==> src/timebase_timer_pkg.sv <==
// Notes on behaviour
// - Timebase 1 counter starts at zero, steps each oscillator/32 tick (every other tick with period select 1), hidden from software.
// - Timebase 1 overflows on the F9h to 00h rollover, a 250-step cycle.
// - Period select 0 gives 8000 oscillator periods, 1 gives 16000.
// - Timebase 1 overflow sets its flag; interrupt requested while its enable is set.
// - Reading first control/status clears timebase 1 flag; writes to it do nothing.
// - Any capture pin edge copies counter 1 into capture register, sets capture flag.
// - Capture interrupt requested while capture flag and capture enable are both set.
// - Only a read of the capture register clears the capture flag; writes do nothing.
// - While capture flag is set, pin edges are ignored and capture value holds.
// - Capture register is read-only, zero after reset, holds the latest capture.
// - Counter 2 starts from reload value, steps each oscillator/32 tick, readable.
// - Counter 2 overflows past FFh and reloads from the reload register.
// - Reload writes are allowed anytime and take effect at the next overflow.
// - Counter 2 overflow sets its flag and interrupt; read clears, writes ignored.
// - Both counters stop in Halt; Slow, Wait and Active Halt do not matter.
// - Three separate interrupt outputs, each gated by its own enable bit.
// - First control/status: 7 cap enable, 6 cap flag, 5 period, 4 tb1 en, 3 tb1 flag.
// - Second control/status: bit 1 tb2 enable, bit 0 tb2 flag, bits 7:2 zero.
package timebase_timer_pkg;

   // Register indices; byte address is four times the index
   localparam logic [7:0] IDX_TB2_CTRL_STATUS = 8'h0C;
   localparam logic [7:0] IDX_TB2_RELOAD = 8'h0D;
   localparam logic [7:0] IDX_TB2_COUNT = 8'h0E;
   localparam logic [7:0] IDX_TB1_CAP_CTRL_STATUS = 8'h0F;
   localparam logic [7:0] IDX_CAPTURE_VALUE = 8'h10;

   // First control/status field positions
   localparam int CAP_IRQ_ENABLE_BIT = 7;
   localparam int CAP_FLAG_BIT = 6;
   localparam int PERIOD_SELECT_BIT = 5;
   localparam int TB1_IRQ_ENABLE_BIT = 4;
   localparam int TB1_FLAG_BIT = 3;

   // Second control/status field positions
   localparam int TB2_IRQ_ENABLE_BIT = 1;
   localparam int TB2_FLAG_BIT = 0;

   // Reset values
   localparam logic [7:0] RESET_TB2_CTRL_STATUS = 8'h00;
   localparam logic [7:0] RESET_TB2_RELOAD = 8'h00;
   localparam logic [7:0] RESET_TB1_CAP_CTRL_STATUS = 8'h00;
   localparam logic [7:0] RESET_CAPTURE_VALUE = 8'h00;
   localparam logic [7:0] RESET_COUNT = 8'h00;

   // Counting constants
   localparam int OSC_PER_TICK = 32;
   localparam logic [4:0] TICK_LAST = 5'(OSC_PER_TICK - 1);
   localparam logic [7:0] TB1_WRAP_VALUE = 8'hF9;
   localparam logic [7:0] TB2_TOP_VALUE = 8'hFF;
   localparam logic [1:0] SYNC_ARM_CYCLES = 2'h2;

   // APB slave phases
   typedef enum logic {
      APB_IDLE,
      APB_ANSWER
   } apb_state_t;

   // Byte address of a register index
   function automatic logic [7:0] regAddr(input logic [7:0] idx);
      regAddr = {idx[5:0], 2'b00};
   endfunction

endpackage

==> src/dual_timebase_capture_timer.sv <==
`timescale 1ns/100ps
// Two 8-bit timebases and an input capture, reached over APB
module dual_timebase_capture_timer
   import timebase_timer_pkg::*;
(
   input wire logic ref_clk,
   input wire logic reset_n,
   input wire logic psel,
   input wire logic penable,
   input wire logic pwrite,
   input wire logic [7:0] paddr,
   input wire logic [31:0] pwdata,
   output logic [31:0] prdata,
   output logic pready,
   output logic pslverr,
   input wire logic capturePin,
   input wire logic haltMode,
   output logic irqTimebase1,
   output logic irqTimebase2,
   output logic irqCapture
);

   // Software-visible state
   logic captureIrqEnable;
   logic captureFlag;
   logic periodSelect;
   logic firstTimebaseIrqEnable;
   logic firstTimebaseFlag;
   logic secondTimebaseIrqEnable;
   logic secondTimebaseFlag;
   logic [7:0] reloadValue;
   logic [7:0] countValue;
   logic [7:0] capturedCount;

   // Hidden timebase 1 state
   logic [7:0] firstCount;
   logic halfPhase;

   // Event pulses
   logic tick;
   logic firstStep;
   logic firstOverflow;
   logic secondOverflow;
   logic pinEdge;
   logic captureNow;

   // Bus decode
   apb_state_t apbState;
   logic accessDone;
   logic writeDone;
   logic readDone;
   logic hitCsr2;
   logic hitReload;
   logic hitCount;
   logic hitCsr1;
   logic hitCapture;
   logic mapped;
   logic [7:0] readByte;

   // Flags that the pending read has shown as set
   logic clearFirstFlag;
   logic clearSecondFlag;
   logic clearCaptureFlag;

   // Halt freezes the divider, which freezes both counters
   tick_divider u_tick_divider (
      .ref_clk(ref_clk),
      .reset_n(reset_n),
      .run(!haltMode),
      .tick(tick)
   );

   edge_sync u_edge_sync (
      .ref_clk(ref_clk),
      .reset_n(reset_n),
      .pinIn(capturePin),
      .edgeSeen(pinEdge)
   );

   // ------------------------------------------------------------
   // Timebase 1
   // ------------------------------------------------------------

   // Period select 1 skips every other tick, doubling 8000 to 16000
   assign firstStep = tick && (!periodSelect || halfPhase);
   assign firstOverflow = firstStep
                          && (firstCount == TB1_WRAP_VALUE);

   // Phase of the halving divider used by the long period
   always_ff @(posedge ref_clk) begin
      if (!reset_n) begin
         halfPhase <= 1'b0;
      end else if (tick) begin
         halfPhase <= !halfPhase;
      end
   end

   // Counter 1 runs from zero and is never seen by software
   always_ff @(posedge ref_clk) begin
      if (!reset_n) begin
         firstCount <= RESET_COUNT;
      end else if (firstStep) begin
         if (firstCount == TB1_WRAP_VALUE) begin
            firstCount <= RESET_COUNT;
         end else begin
            firstCount <= firstCount + 8'h01;
         end
      end
   end

   // Timebase 1 flag: a new overflow wins over the read clear
   always_ff @(posedge ref_clk) begin
      if (!reset_n) begin
         firstTimebaseFlag <= 1'b0;
      end else if (firstOverflow) begin
         firstTimebaseFlag <= 1'b1;
      end else if (readDone && clearFirstFlag) begin
         firstTimebaseFlag <= 1'b0;
      end
   end

   // ------------------------------------------------------------
   // Input capture
   // ------------------------------------------------------------

   // Edges are dropped while an unread capture is pending
   assign captureNow = pinEdge && !captureFlag;

   // Capture register holds the last latched counter 1 value
   always_ff @(posedge ref_clk) begin
      if (!reset_n) begin
         capturedCount <= RESET_CAPTURE_VALUE;
      end else if (captureNow) begin
         capturedCount <= firstCount;
      end
   end

   // Capture flag is given a defined zero at reset, which also
   // satisfies the read software performs after reset
   always_ff @(posedge ref_clk) begin
      if (!reset_n) begin
         captureFlag <= 1'b0;
      end else if (captureNow) begin
         captureFlag <= 1'b1;
      end else if (readDone && clearCaptureFlag) begin
         captureFlag <= 1'b0;
      end
   end

   // ------------------------------------------------------------
   // Timebase 2
   // ------------------------------------------------------------

   assign secondOverflow = tick && (countValue == TB2_TOP_VALUE);

   // Counter 2 starts from the reload reset value and reloads on
   // overflow; reload writes only matter at the next overflow
   always_ff @(posedge ref_clk) begin
      if (!reset_n) begin
         countValue <= RESET_TB2_RELOAD;
      end else if (secondOverflow) begin
         countValue <= reloadValue;
      end else if (tick) begin
         countValue <= countValue + 8'h01;
      end
   end

   // Timebase 2 flag: set wins over the read clear
   always_ff @(posedge ref_clk) begin
      if (!reset_n) begin
         secondTimebaseFlag <= 1'b0;
      end else if (secondOverflow) begin
         secondTimebaseFlag <= 1'b1;
      end else if (readDone && clearSecondFlag) begin
         secondTimebaseFlag <= 1'b0;
      end
   end

   // ------------------------------------------------------------
   // APB slave
   // ------------------------------------------------------------

   assign hitCsr2 = (paddr == regAddr(IDX_TB2_CTRL_STATUS));
   assign hitReload = (paddr == regAddr(IDX_TB2_RELOAD));
   assign hitCount = (paddr == regAddr(IDX_TB2_COUNT));
   assign hitCsr1 = (paddr == regAddr(IDX_TB1_CAP_CTRL_STATUS));
   assign hitCapture = (paddr == regAddr(IDX_CAPTURE_VALUE));
   assign mapped = hitCsr2 || hitReload || hitCount || hitCsr1
                   || hitCapture;

   // The answer edge: request held with pready high
   assign accessDone = psel && penable && pready;
   assign writeDone = accessDone && pwrite && mapped;
   assign readDone = accessDone && !pwrite && mapped;

   // Read data mux; reserved bits read as zero
   always_comb begin
      readByte = 8'h00;
      if (hitCsr2) begin
         readByte[TB2_IRQ_ENABLE_BIT] = secondTimebaseIrqEnable;
         readByte[TB2_FLAG_BIT] = secondTimebaseFlag;
      end else if (hitReload) begin
         readByte = reloadValue;
      end else if (hitCount) begin
         readByte = countValue;
      end else if (hitCsr1) begin
         readByte[CAP_IRQ_ENABLE_BIT] = captureIrqEnable;
         readByte[CAP_FLAG_BIT] = captureFlag;
         readByte[PERIOD_SELECT_BIT] = periodSelect;
         readByte[TB1_IRQ_ENABLE_BIT] = firstTimebaseIrqEnable;
         readByte[TB1_FLAG_BIT] = firstTimebaseFlag;
      end else if (hitCapture) begin
         readByte = capturedCount;
      end
   end

   // One wait state so that read data can come from a register
   always_ff @(posedge ref_clk) begin
      if (!reset_n) begin
         apbState <= APB_IDLE;
      end else begin
         unique case (apbState)
            APB_IDLE: begin
               if (psel && penable) begin
                  apbState <= APB_ANSWER;
               end
            end
            APB_ANSWER: begin
               apbState <= APB_IDLE;
            end
         endcase
      end
   end

   // Ready is high for exactly the cycle after the first access cycle
   always_ff @(posedge ref_clk) begin
      if (!reset_n) begin
         pready <= 1'b0;
      end else begin
         pready <= (apbState == APB_IDLE) && psel && penable;
      end
   end

   // Read data and error are sampled one edge before the answer
   always_ff @(posedge ref_clk) begin
      if (!reset_n) begin
         prdata <= 32'h0000_0000;
         pslverr <= 1'b0;
      end else if ((apbState == APB_IDLE) && psel && penable) begin
         prdata <= pwrite ? 32'h0000_0000 : {24'h00_0000, readByte};
         pslverr <= !mapped || (paddr[1:0] != 2'b00);
      end else begin
         pslverr <= 1'b0;
      end
   end

   // Only flags the snapshot saw as set get cleared, so a timebase event
   // landing between snapshot and answer is never lost; a pin edge there is dropped if the snapshot saw the capture flag set
   always_ff @(posedge ref_clk) begin
      if (!reset_n) begin
         clearFirstFlag <= 1'b0;
         clearSecondFlag <= 1'b0;
         clearCaptureFlag <= 1'b0;
      end else if ((apbState == APB_IDLE) && psel && penable) begin
         clearFirstFlag <= !pwrite && hitCsr1 && firstTimebaseFlag;
         clearSecondFlag <= !pwrite && hitCsr2
                            && secondTimebaseFlag;
         clearCaptureFlag <= !pwrite && hitCapture
                             && captureFlag;
      end
   end

   // First control/status writes; flag positions are not writable
   always_ff @(posedge ref_clk) begin
      if (!reset_n) begin
         captureIrqEnable <= RESET_TB1_CAP_CTRL_STATUS[CAP_IRQ_ENABLE_BIT];
         periodSelect <= RESET_TB1_CAP_CTRL_STATUS[PERIOD_SELECT_BIT];
         firstTimebaseIrqEnable <=
            RESET_TB1_CAP_CTRL_STATUS[TB1_IRQ_ENABLE_BIT];
      end else if (writeDone && hitCsr1) begin
         captureIrqEnable <= pwdata[CAP_IRQ_ENABLE_BIT];
         periodSelect <= pwdata[PERIOD_SELECT_BIT];
         firstTimebaseIrqEnable <= pwdata[TB1_IRQ_ENABLE_BIT];
      end
   end

   // Second control/status writes; reserved bits are discarded
   always_ff @(posedge ref_clk) begin
      if (!reset_n) begin
         secondTimebaseIrqEnable <=
            RESET_TB2_CTRL_STATUS[TB2_IRQ_ENABLE_BIT];
      end else if (writeDone && hitCsr2) begin
         secondTimebaseIrqEnable <= pwdata[TB2_IRQ_ENABLE_BIT];
      end
   end

   // Reload register accepts writes at any time
   always_ff @(posedge ref_clk) begin
      if (!reset_n) begin
         reloadValue <= RESET_TB2_RELOAD;
      end else if (writeDone && hitReload) begin
         reloadValue <= pwdata[7:0];
      end
   end

   // ------------------------------------------------------------
   // Interrupt requests, registered, one cycle behind the flags
   // ------------------------------------------------------------
   always_ff @(posedge ref_clk) begin
      if (!reset_n) begin
         irqTimebase1 <= 1'b0;
         irqTimebase2 <= 1'b0;
         irqCapture <= 1'b0;
      end else begin
         irqTimebase1 <= firstTimebaseFlag
                         && firstTimebaseIrqEnable;
         irqTimebase2 <= secondTimebaseFlag
                         && secondTimebaseIrqEnable;
         irqCapture <= captureFlag && captureIrqEnable;
      end
   end

endmodule // dual_timebase_capture_timer

==> src/tick_divider.sv <==
`timescale 1ns/100ps
// Divides the oscillator down to one-cycle tick enables
module tick_divider
   import timebase_timer_pkg::*;
(
   input wire logic ref_clk,
   input wire logic reset_n,
   input wire logic run,
   output logic tick
);

   logic [4:0] divCount;

   // Free count of oscillator periods; frozen while not running
   always_ff @(posedge ref_clk) begin
      if (!reset_n) begin
         divCount <= 5'h00;
      end else if (run) begin
         divCount <= (divCount == TICK_LAST) ? 5'h00 : divCount + 5'h01;
      end
   end

   // Tick is combinational so it lines up with the last divider cycle
   assign tick = run && (divCount == TICK_LAST);

endmodule // tick_divider

==> src/edge_sync.sv <==
`timescale 1ns/100ps
// Brings the capture pin into the clock domain and flags its edges
module edge_sync
   import timebase_timer_pkg::*;
(
   input wire logic ref_clk,
   input wire logic reset_n,
   input wire logic pinIn,
   output logic edgeSeen
);

   logic syncFirst;
   logic syncSecond;
   logic syncPrev;
   logic [1:0] armCount;

   // Two-stage synchroniser, then one more stage for comparison
   always_ff @(posedge ref_clk) begin
      if (!reset_n) begin
         syncFirst <= 1'b0;
         syncSecond <= 1'b0;
         syncPrev <= 1'b0;
      end else begin
         syncFirst <= pinIn;
         syncSecond <= syncFirst;
         syncPrev <= syncSecond;
      end
   end

   // Edges are masked for two cycles after reset, too short to hide a pin already high at reset
   always_ff @(posedge ref_clk) begin
      if (!reset_n) begin
         armCount <= 2'h0;
      end else if (armCount != SYNC_ARM_CYCLES) begin
         armCount <= armCount + 2'h1;
      end
   end

   assign edgeSeen = (armCount == SYNC_ARM_CYCLES)
                     && (syncSecond != syncPrev);

endmodule // edge_sync

==> config.mk <==
export PLATFORM = sky130hd
export DESIGN_NAME = dual_timebase_capture_timer
export DESIGN_NICKNAME = d
export VERILOG_FILES = /design/src/timebase_timer_pkg.sv /design/src/dual_timebase_capture_timer.sv /design/src/tick_divider.sv /design/src/edge_sync.sv
export SDC_FILE = /design/constraint.sdc
export NUM_CORES = 1
export LEC_CHECK = 0
export BUFFER_PORTS_ARGS = -buffer_cell sky130_fd_sc_hd__buf_2
export CORE_MARGIN = 2
export CORE_UTILIZATION = 44
export CTS_BUF_LIST = sky130_fd_sc_hd__clkbuf_4 sky130_fd_sc_hd__clkbuf_8
export CTS_CLUSTER_SIZE = 28
export DETAILED_ROUTE_END_ITERATION = 7
export PLACE_DENSITY = 0.71
export SYNTH_ARGS = -nofsm -noshare
export SYNTH_HDL_FRONTEND = slang
export SYNTH_SLANG_ARGS = --single-unit
export TNS_END_PERCENT = 50
==> constraint.sdc <==
create_clock -name ref_clk -period 2 [get_ports ref_clk]
set_clock_uncertainty 0.1 [all_clocks]
set_input_delay 0.5 -clock ref_clk [delete_from_list [all_inputs] [get_ports ref_clk]]
set_output_delay 0.5 -clock ref_clk [all_outputs]
set_load 0.02 [all_outputs]
Word-level counts from Yosys, hierarchy flattened

Cells that the tools add are included.

Register bits: 91
Latch bits: 0
Bits in writable memories: 0
ROM bits: 0
Bits of input ports: 47
Output and inout bits: 37
Word-level logic and storage cells: 110
Memories kept: 0

Add/sub/neg operators: 4
Multiply operators: 0
Div/mod/pow operators: 0
Magnitude comparators: 0
Equal/unequal tests: 11
Shift operators: 0
Muxes and demuxes: 20
Bitwise gates (word level): 1
Reduce and logical (&&, ||, !) cells: 47

Operators with widths:

| kind                  | count |
|---|---|
| $mux W8               | 7 |
| $eq A8 B6 Y1 const B  | 4 |
| $logic_and A1 B1 Y1   | 29 |
| $add A8 B1 Y8 const B | 2 |
| $eq A8 B8 Y1 const B  | 2 |
| $mux W5               | 2 |
| $reduce_bool A2 Y1    | 5 |
| $eq A8 B7 Y1 const B  | 1 |
| $mux W1               | 7 |
| $logic_not A1 Y1      | 6 |
| $logic_or A1 B1 Y1    | 6 |
| $mux W6               | 1 |
| $add A5 B1 Y5 const B | 1 |
| $eq A5 B5 Y1 const B  | 1 |
| $mux W3               | 1 |
| $add A2 B1 Y2 const B | 1 |
| $eq A2 B2 Y1 const B  | 1 |
| $mux W2               | 1 |
| $ne A2 B2 Y1 const B  | 1 |
| $pmux W1 S2           | 1 |
| $reduce_and A2 Y1     | 1 |
| $ne A1 B1 Y1          | 1 |
| $not A1 Y1            | 1 |

Depth between registers and ports, before layout

Word-level depth: 9
Gate-level depth with buffers: 8
Mapped depth without buffers: 7

By module

Synthesis repeated with hierarchy kept, for this count alone.

Cell total of the unflattened synthesis: 370
Area total of the unflattened synthesis: 3230.6 um^2

Modules (own cells, without submodules):

| module                      | instances | cells each | area each (um^2) | seq. area each (um^2) |
|---|---|---|---|---|
| dual_timebase_capture_timer | 1         | 329        | 2780.2           | 1141.1 |
| tick_divider                | 1         | 24         | 262.8            | 100.1 |
| edge_sync                   | 1         | 17         | 187.7            | 100.1 |

Least setup slack after synthesis

OpenSTA, ideal clock, no wires.

Path kind: in2reg
Start: in paddr[1]
End: reg reloadValue[3]
Library setup time: 115 ps
Data arrival time: 1905 ps
Data required time: 1785 ps
Setup slack: -120 ps
Stages on the path: 6
Path buffers: 2
Path through: or4_1 > or4_1 > buf_2 > buf_6 > nand3_2 > o21ai_2

Word-level cells in the longest chain between the ends: 7
Elaborated cells on any way between the ends: 11
Those cells by class: eq/ne: 5; reduce/logical: 6

Ends and longest elaborated chain:

| item                                   | RTL line                                                               | RTL |
|---|---|---|
| from (decl)                            | dual_timebase_capture_timer.sv:11                                      | `input wire logic [7:0] paddr,` |
| $eq A8 B6 Y1, on equally long branches | dual_timebase_capture_timer.sv:183, dual_timebase_capture_timer.sv:184 |  |
| $logic_or A1 B1 Y1 (3 in a row)        | dual_timebase_capture_timer.sv:188                                     | `assign mapped = hitCsr2 \|\| hitReload \|\| hitCount \|\| hitCsr1` |
| $logic_or A1 B1 Y1                     | dual_timebase_capture_timer.sv:189                                     | `\|\| hitCapture;` |
| $logic_and A1 B1 Y1                    | dual_timebase_capture_timer.sv:193                                     | `assign writeDone = accessDone && pwrite && mapped;` |
| $logic_and A1 B1 Y1 (*)                | dual_timebase_capture_timer.sv:301                                     | `end else if (writeDone && hitReload) begin` |
| to (signal assigned)                   | dual_timebase_capture_timer.sv:302                                     | `reloadValue <= pwdata[7:0];` |
| to (decl)                              | dual_timebase_capture_timer.sv:31                                      | `logic [7:0] reloadValue;` |

Every way passes the cells marked *; elsewhere a longest branch is shown, timed or not.
A chain may end at the register's enable or synchronous reset.

Worst setup path in the final report

Start: reg u_tick_divider.divCount[0]
End: reg countValue[1]

Word-level cells in the longest chain between the ends: 4
Elaborated cells on any way between the ends: 5
Those cells by class: eq/ne: 1; mux: 1; reduce/logical: 3

Ends and longest elaborated chain:

| item                                          | RTL line                           | RTL |
|---|---|---|
| from (decl)                                   | tick_divider.sv:12                 | `logic [4:0] divCount;` |
| from (signal assigned)                        | tick_divider.sv:19                 | `divCount <= (divCount == TICK_LAST) ? 5'h00 : divCount + 5'h01;` |
| $eq A5 B5 Y1 (*)                              | tick_divider.sv:24                 | `assign tick = run && (divCount == TICK_LAST);` |
| $logic_and A1 B1 Y1 (*)                       | tick_divider.sv:24                 |  |
| $logic_and A1 B1 Y1                           | dual_timebase_capture_timer.sv:154 | `assign secondOverflow = tick && (countValue == TB2_TOP_VALUE);` |
| $mux W8 or $reduce_bool A2 Y1 (tied branches) | --                                 |  |
| to (signal assigned)                          | dual_timebase_capture_timer.sv:162 | `countValue <= reloadValue;` |
| to (signal assigned)                          | dual_timebase_capture_timer.sv:164 | `countValue <= countValue + 8'h01;` |
| to (decl)                                     | dual_timebase_capture_timer.sv:32  | `logic [7:0] countValue;` |

Marked as above.

==> flow_summary.yaml <==
logic_synthesis:
  yosys.area_share.simple_pct: 24.4
  ys_warn_count: 0
  synthMuxAreaShare_pct: 5.28
  yosysUniqueCellTypes: 54
  synth_area_sq_mm: 0.00325
  synthAdderAreaFrac_pct: 2.31
  synth.avg_cell_area_sq_um: 8.61
  ys_seq_area_share_pct: 41.3
  synth_seq_cells: 67
  synth_edf_count: 0
  synthCells: 377
  synth_top_family_by_area: "simple AND/OR/NAND/NOR gates"
  synth_compound_area_share_pct: 14.9
  synth_xor_area_share_pct: 2.43
  synthFlopType: "dfxtp_1"
  synthArstFlopShare_pct: 0
sta:
  setup_viol: 0
  fin_crit_sh_pct: 96.6
  holdWs_ns: 0.258
  max_freq_mhz: 518
  worst_slack_ns: 0.0679
  slew_violations: 0
  min_period_ns: 1.93
  hold_viol_final: 0
worst_setup_path:
  worstPathArrival_ns: 2.07
  critPathMaxFanout: 5
  crit_top_cell: "ha_4"
  crit_required_ns: 2.14
  crit_chain: "ha_4 > and3_4 > ha_4 > buf_6 > nand3b_1 > nor3_2 > buf_4 > mux2i_1 > a21oi_1"
  end_kind: "flip-flop"
  critPathMaxStageDelay_ns: 0.36
  path_class: "reg2reg"
  start_kind: "flip-flop"
  cpMaxStageDelayCell: "dfxtp_2"
place:
  dp_slack_ns: -0.222
  port_buffers: 35
  dp_hpwl_um: 5700
  place_congestion: 0.876
  dp_cells: 524
finish:
  antennaDiodeCount: 0
  fin_cells: 541
  fin_nets: 490
  layout_commonest_cell: "dfxtp_1"
  final_cell_mix: "65 x dfxtp_1, 41 x nand2_1, 35 x buf_2"
  utilization_pct: 54.5
  drive_above_1_share_pct: 25.3
  nFillCells: 690
  area_growth_pct: 21.2
worst_hold_path:
  min_path_type: "in2reg"
route:
  viasPerCell: 5.23
  drt_pass1_iterations: 4
  routed_wl_um: 7780
  vias: 2831
  ant_nets: 0
  drt_iter0_drc: 194
  wl_per_cell_um: 14.4
  drc: 0
die:
  core_sq_mm: 0.00721
  std_cell_rows: 31
  die_y_um: 89.9
  die_w_um: 89.9
  start_util_pct: 45.0
  io-pin-count: 84
  die-area_sq_mm: 0.00808
run_status:
  status: "complete, no violations"
cts:
  cts_root_buf: "clkbuf_8"
  cts_htree_levels: 3
  cts_tree: "yes"
  tritoncts_num_sinks: 67
  clock_latency_ns: 0.35
  cts.clk_slew.worst_paths_ns: 0.07
  clockBufferDepth: 2
  cts_buffers: 9
power:
  p_leak_nw: 1.53
  vdd_drop_max_mv: 0.429
  power.density_mw_per_mm2: 768
  total_power_mw: 3.02
global_routing:
  grt_pass1_wl_um: 13000
  antenna_found_initial: 0
  grt_overflow: 0
  grt_pass1_vias: 2700
  grt_use_total_pct: 20.0
  grt_max_degree: 36
flow_run:
  maxCapViolCount: 0
-- flip-flops by register name, indices dropped and copies added (netlist names), 2 cells and up --
register,flops
capturedCount,8
countValue,8
firstCount,8
prdata,8
reloadValue,8
u_edge_sync.armCount,2
u_tick_divider.divCount,5
-- what timing repair did --
item,CTS,global route
pin swaps,1,3
gates resized for setup,3,13
setup buffers,0,1
hold buffers,0,0
endpoints found under the setup margin,4,13
-- worst max-delay path, delay by kind of cell (launching register included) --
family | cells | cell delay (ns)
AOI/OAI and AO/OA | 1 | 0.08
and+or+nand+nor | 3 | 0.52
muxes | 1 | 0.21
adders and majority gates | 2 | 0.27
DFF | 1 | 0.36
buffers and inverters | 2 | 0.28
-- per-stage QoR --
| stage | cell area, sq um | setup TNS (ns) |
|---|---|---|
| after CTS | 3870 | -0.0205 |
| after global placement | 3620 | -3.12 |
| final | 3940 | 0 |
| after detailed placement | 3620 | -3.25 |
| after floorplan | 3350 | -0.587 |
| after global routing | 3940 | -0.00489 |
-- cells by family after synthesis --
logic type,after synthesis
simple gates,151
compound gates,73
flops,67
buf+inv,53
mux,17
xor+xnor,9
fa+ha+maj,6
other cells,1
-- cell usage after synthesis (6+ instances only) --
library cell / number / area (sq um)
dfxtp_1: 67 / 1340
a21oi_1: 27 / 135
nand4_1: 6 / 37.5
clkbuf_1: 12 / 45.0
o21ai_2: 8 / 70.1
nor2_1: 30 / 113
o21ai_0: 10 / 50.1
nor3_1: 8 / 40.0
buf_4: 24 / 180
nand2_1: 41 / 154
nand3b_1: 6 / 45.0
and3_1: 6 / 37.5
inv_1: 10 / 37.5
and2_1: 7 / 43.8
ha_1: 6 / 75.1
mux2i_1: 16 / 160
nand2b_1: 6 / 37.5
nand3_1: 13 / 65.1
-- layout make-up --
| cell class | count | area (sq um) | share of cell area, % |
|---|---|---|---|
| Sequential cell | 67 | 1350 | 34.2 |
| Multi-Input combinational cell | 280 | 1750 | 44.5 |
| Timing Repair Buffer | 68 | 430 | 10.9 |
| Inverter | 11 | 41.3 | 1.05 |
| Clock buffer | 9 | 124 | 3.15 |
| Clock inverter | 7 | 116 | 2.96 |
| Tap cell | 99 | 124 | 3.15 |
-- final timing paths --
check | startpoint | to | slack [ns] | cells after the start
setup / recovery | u_tick_divider.divCount[0] | countValue[1] | 0.07 | 9
hold / removal | capturePin | u_edge_sync.syncFirst | 0.26 | 2
setup reg to reg | u_tick_divider.divCount[0] | countValue[1] | 0.07 | 9
hold reg to reg | u_edge_sync.syncFirst | u_edge_sync.syncSecond | 0.34 | 1
-- routing by layer --
| layer | routed length (um) | share of wire (%) | global-route usage [%] | vias to the layer above |
|---|---|---|---|---|
| met5 | 0 | 0 | 0 | - |
| met2 | 3630 | 47 | 32.7 | 107 |
| met3 | 547 | 7.0 | 3.19 | 16 |
| met1 | 3390 | 44 | 25.9 | 1300 |
| met4 | 211 | 2.7 | 9.87 | 0 |
| li1 | - | - | - | 1408 |
-- power breakdown --
group / switching [mW] / leakage, nW / internal [mW]
logic: 0.172 / 0.866 / 0.101
clock network: 0.534 / 0.119 / 0.825
registers: 0.0229 / 0.542 / 1.37
total: 0.729 / 1.53 / 2.29
Note: power is estimated with default switching activity, not from simulation.
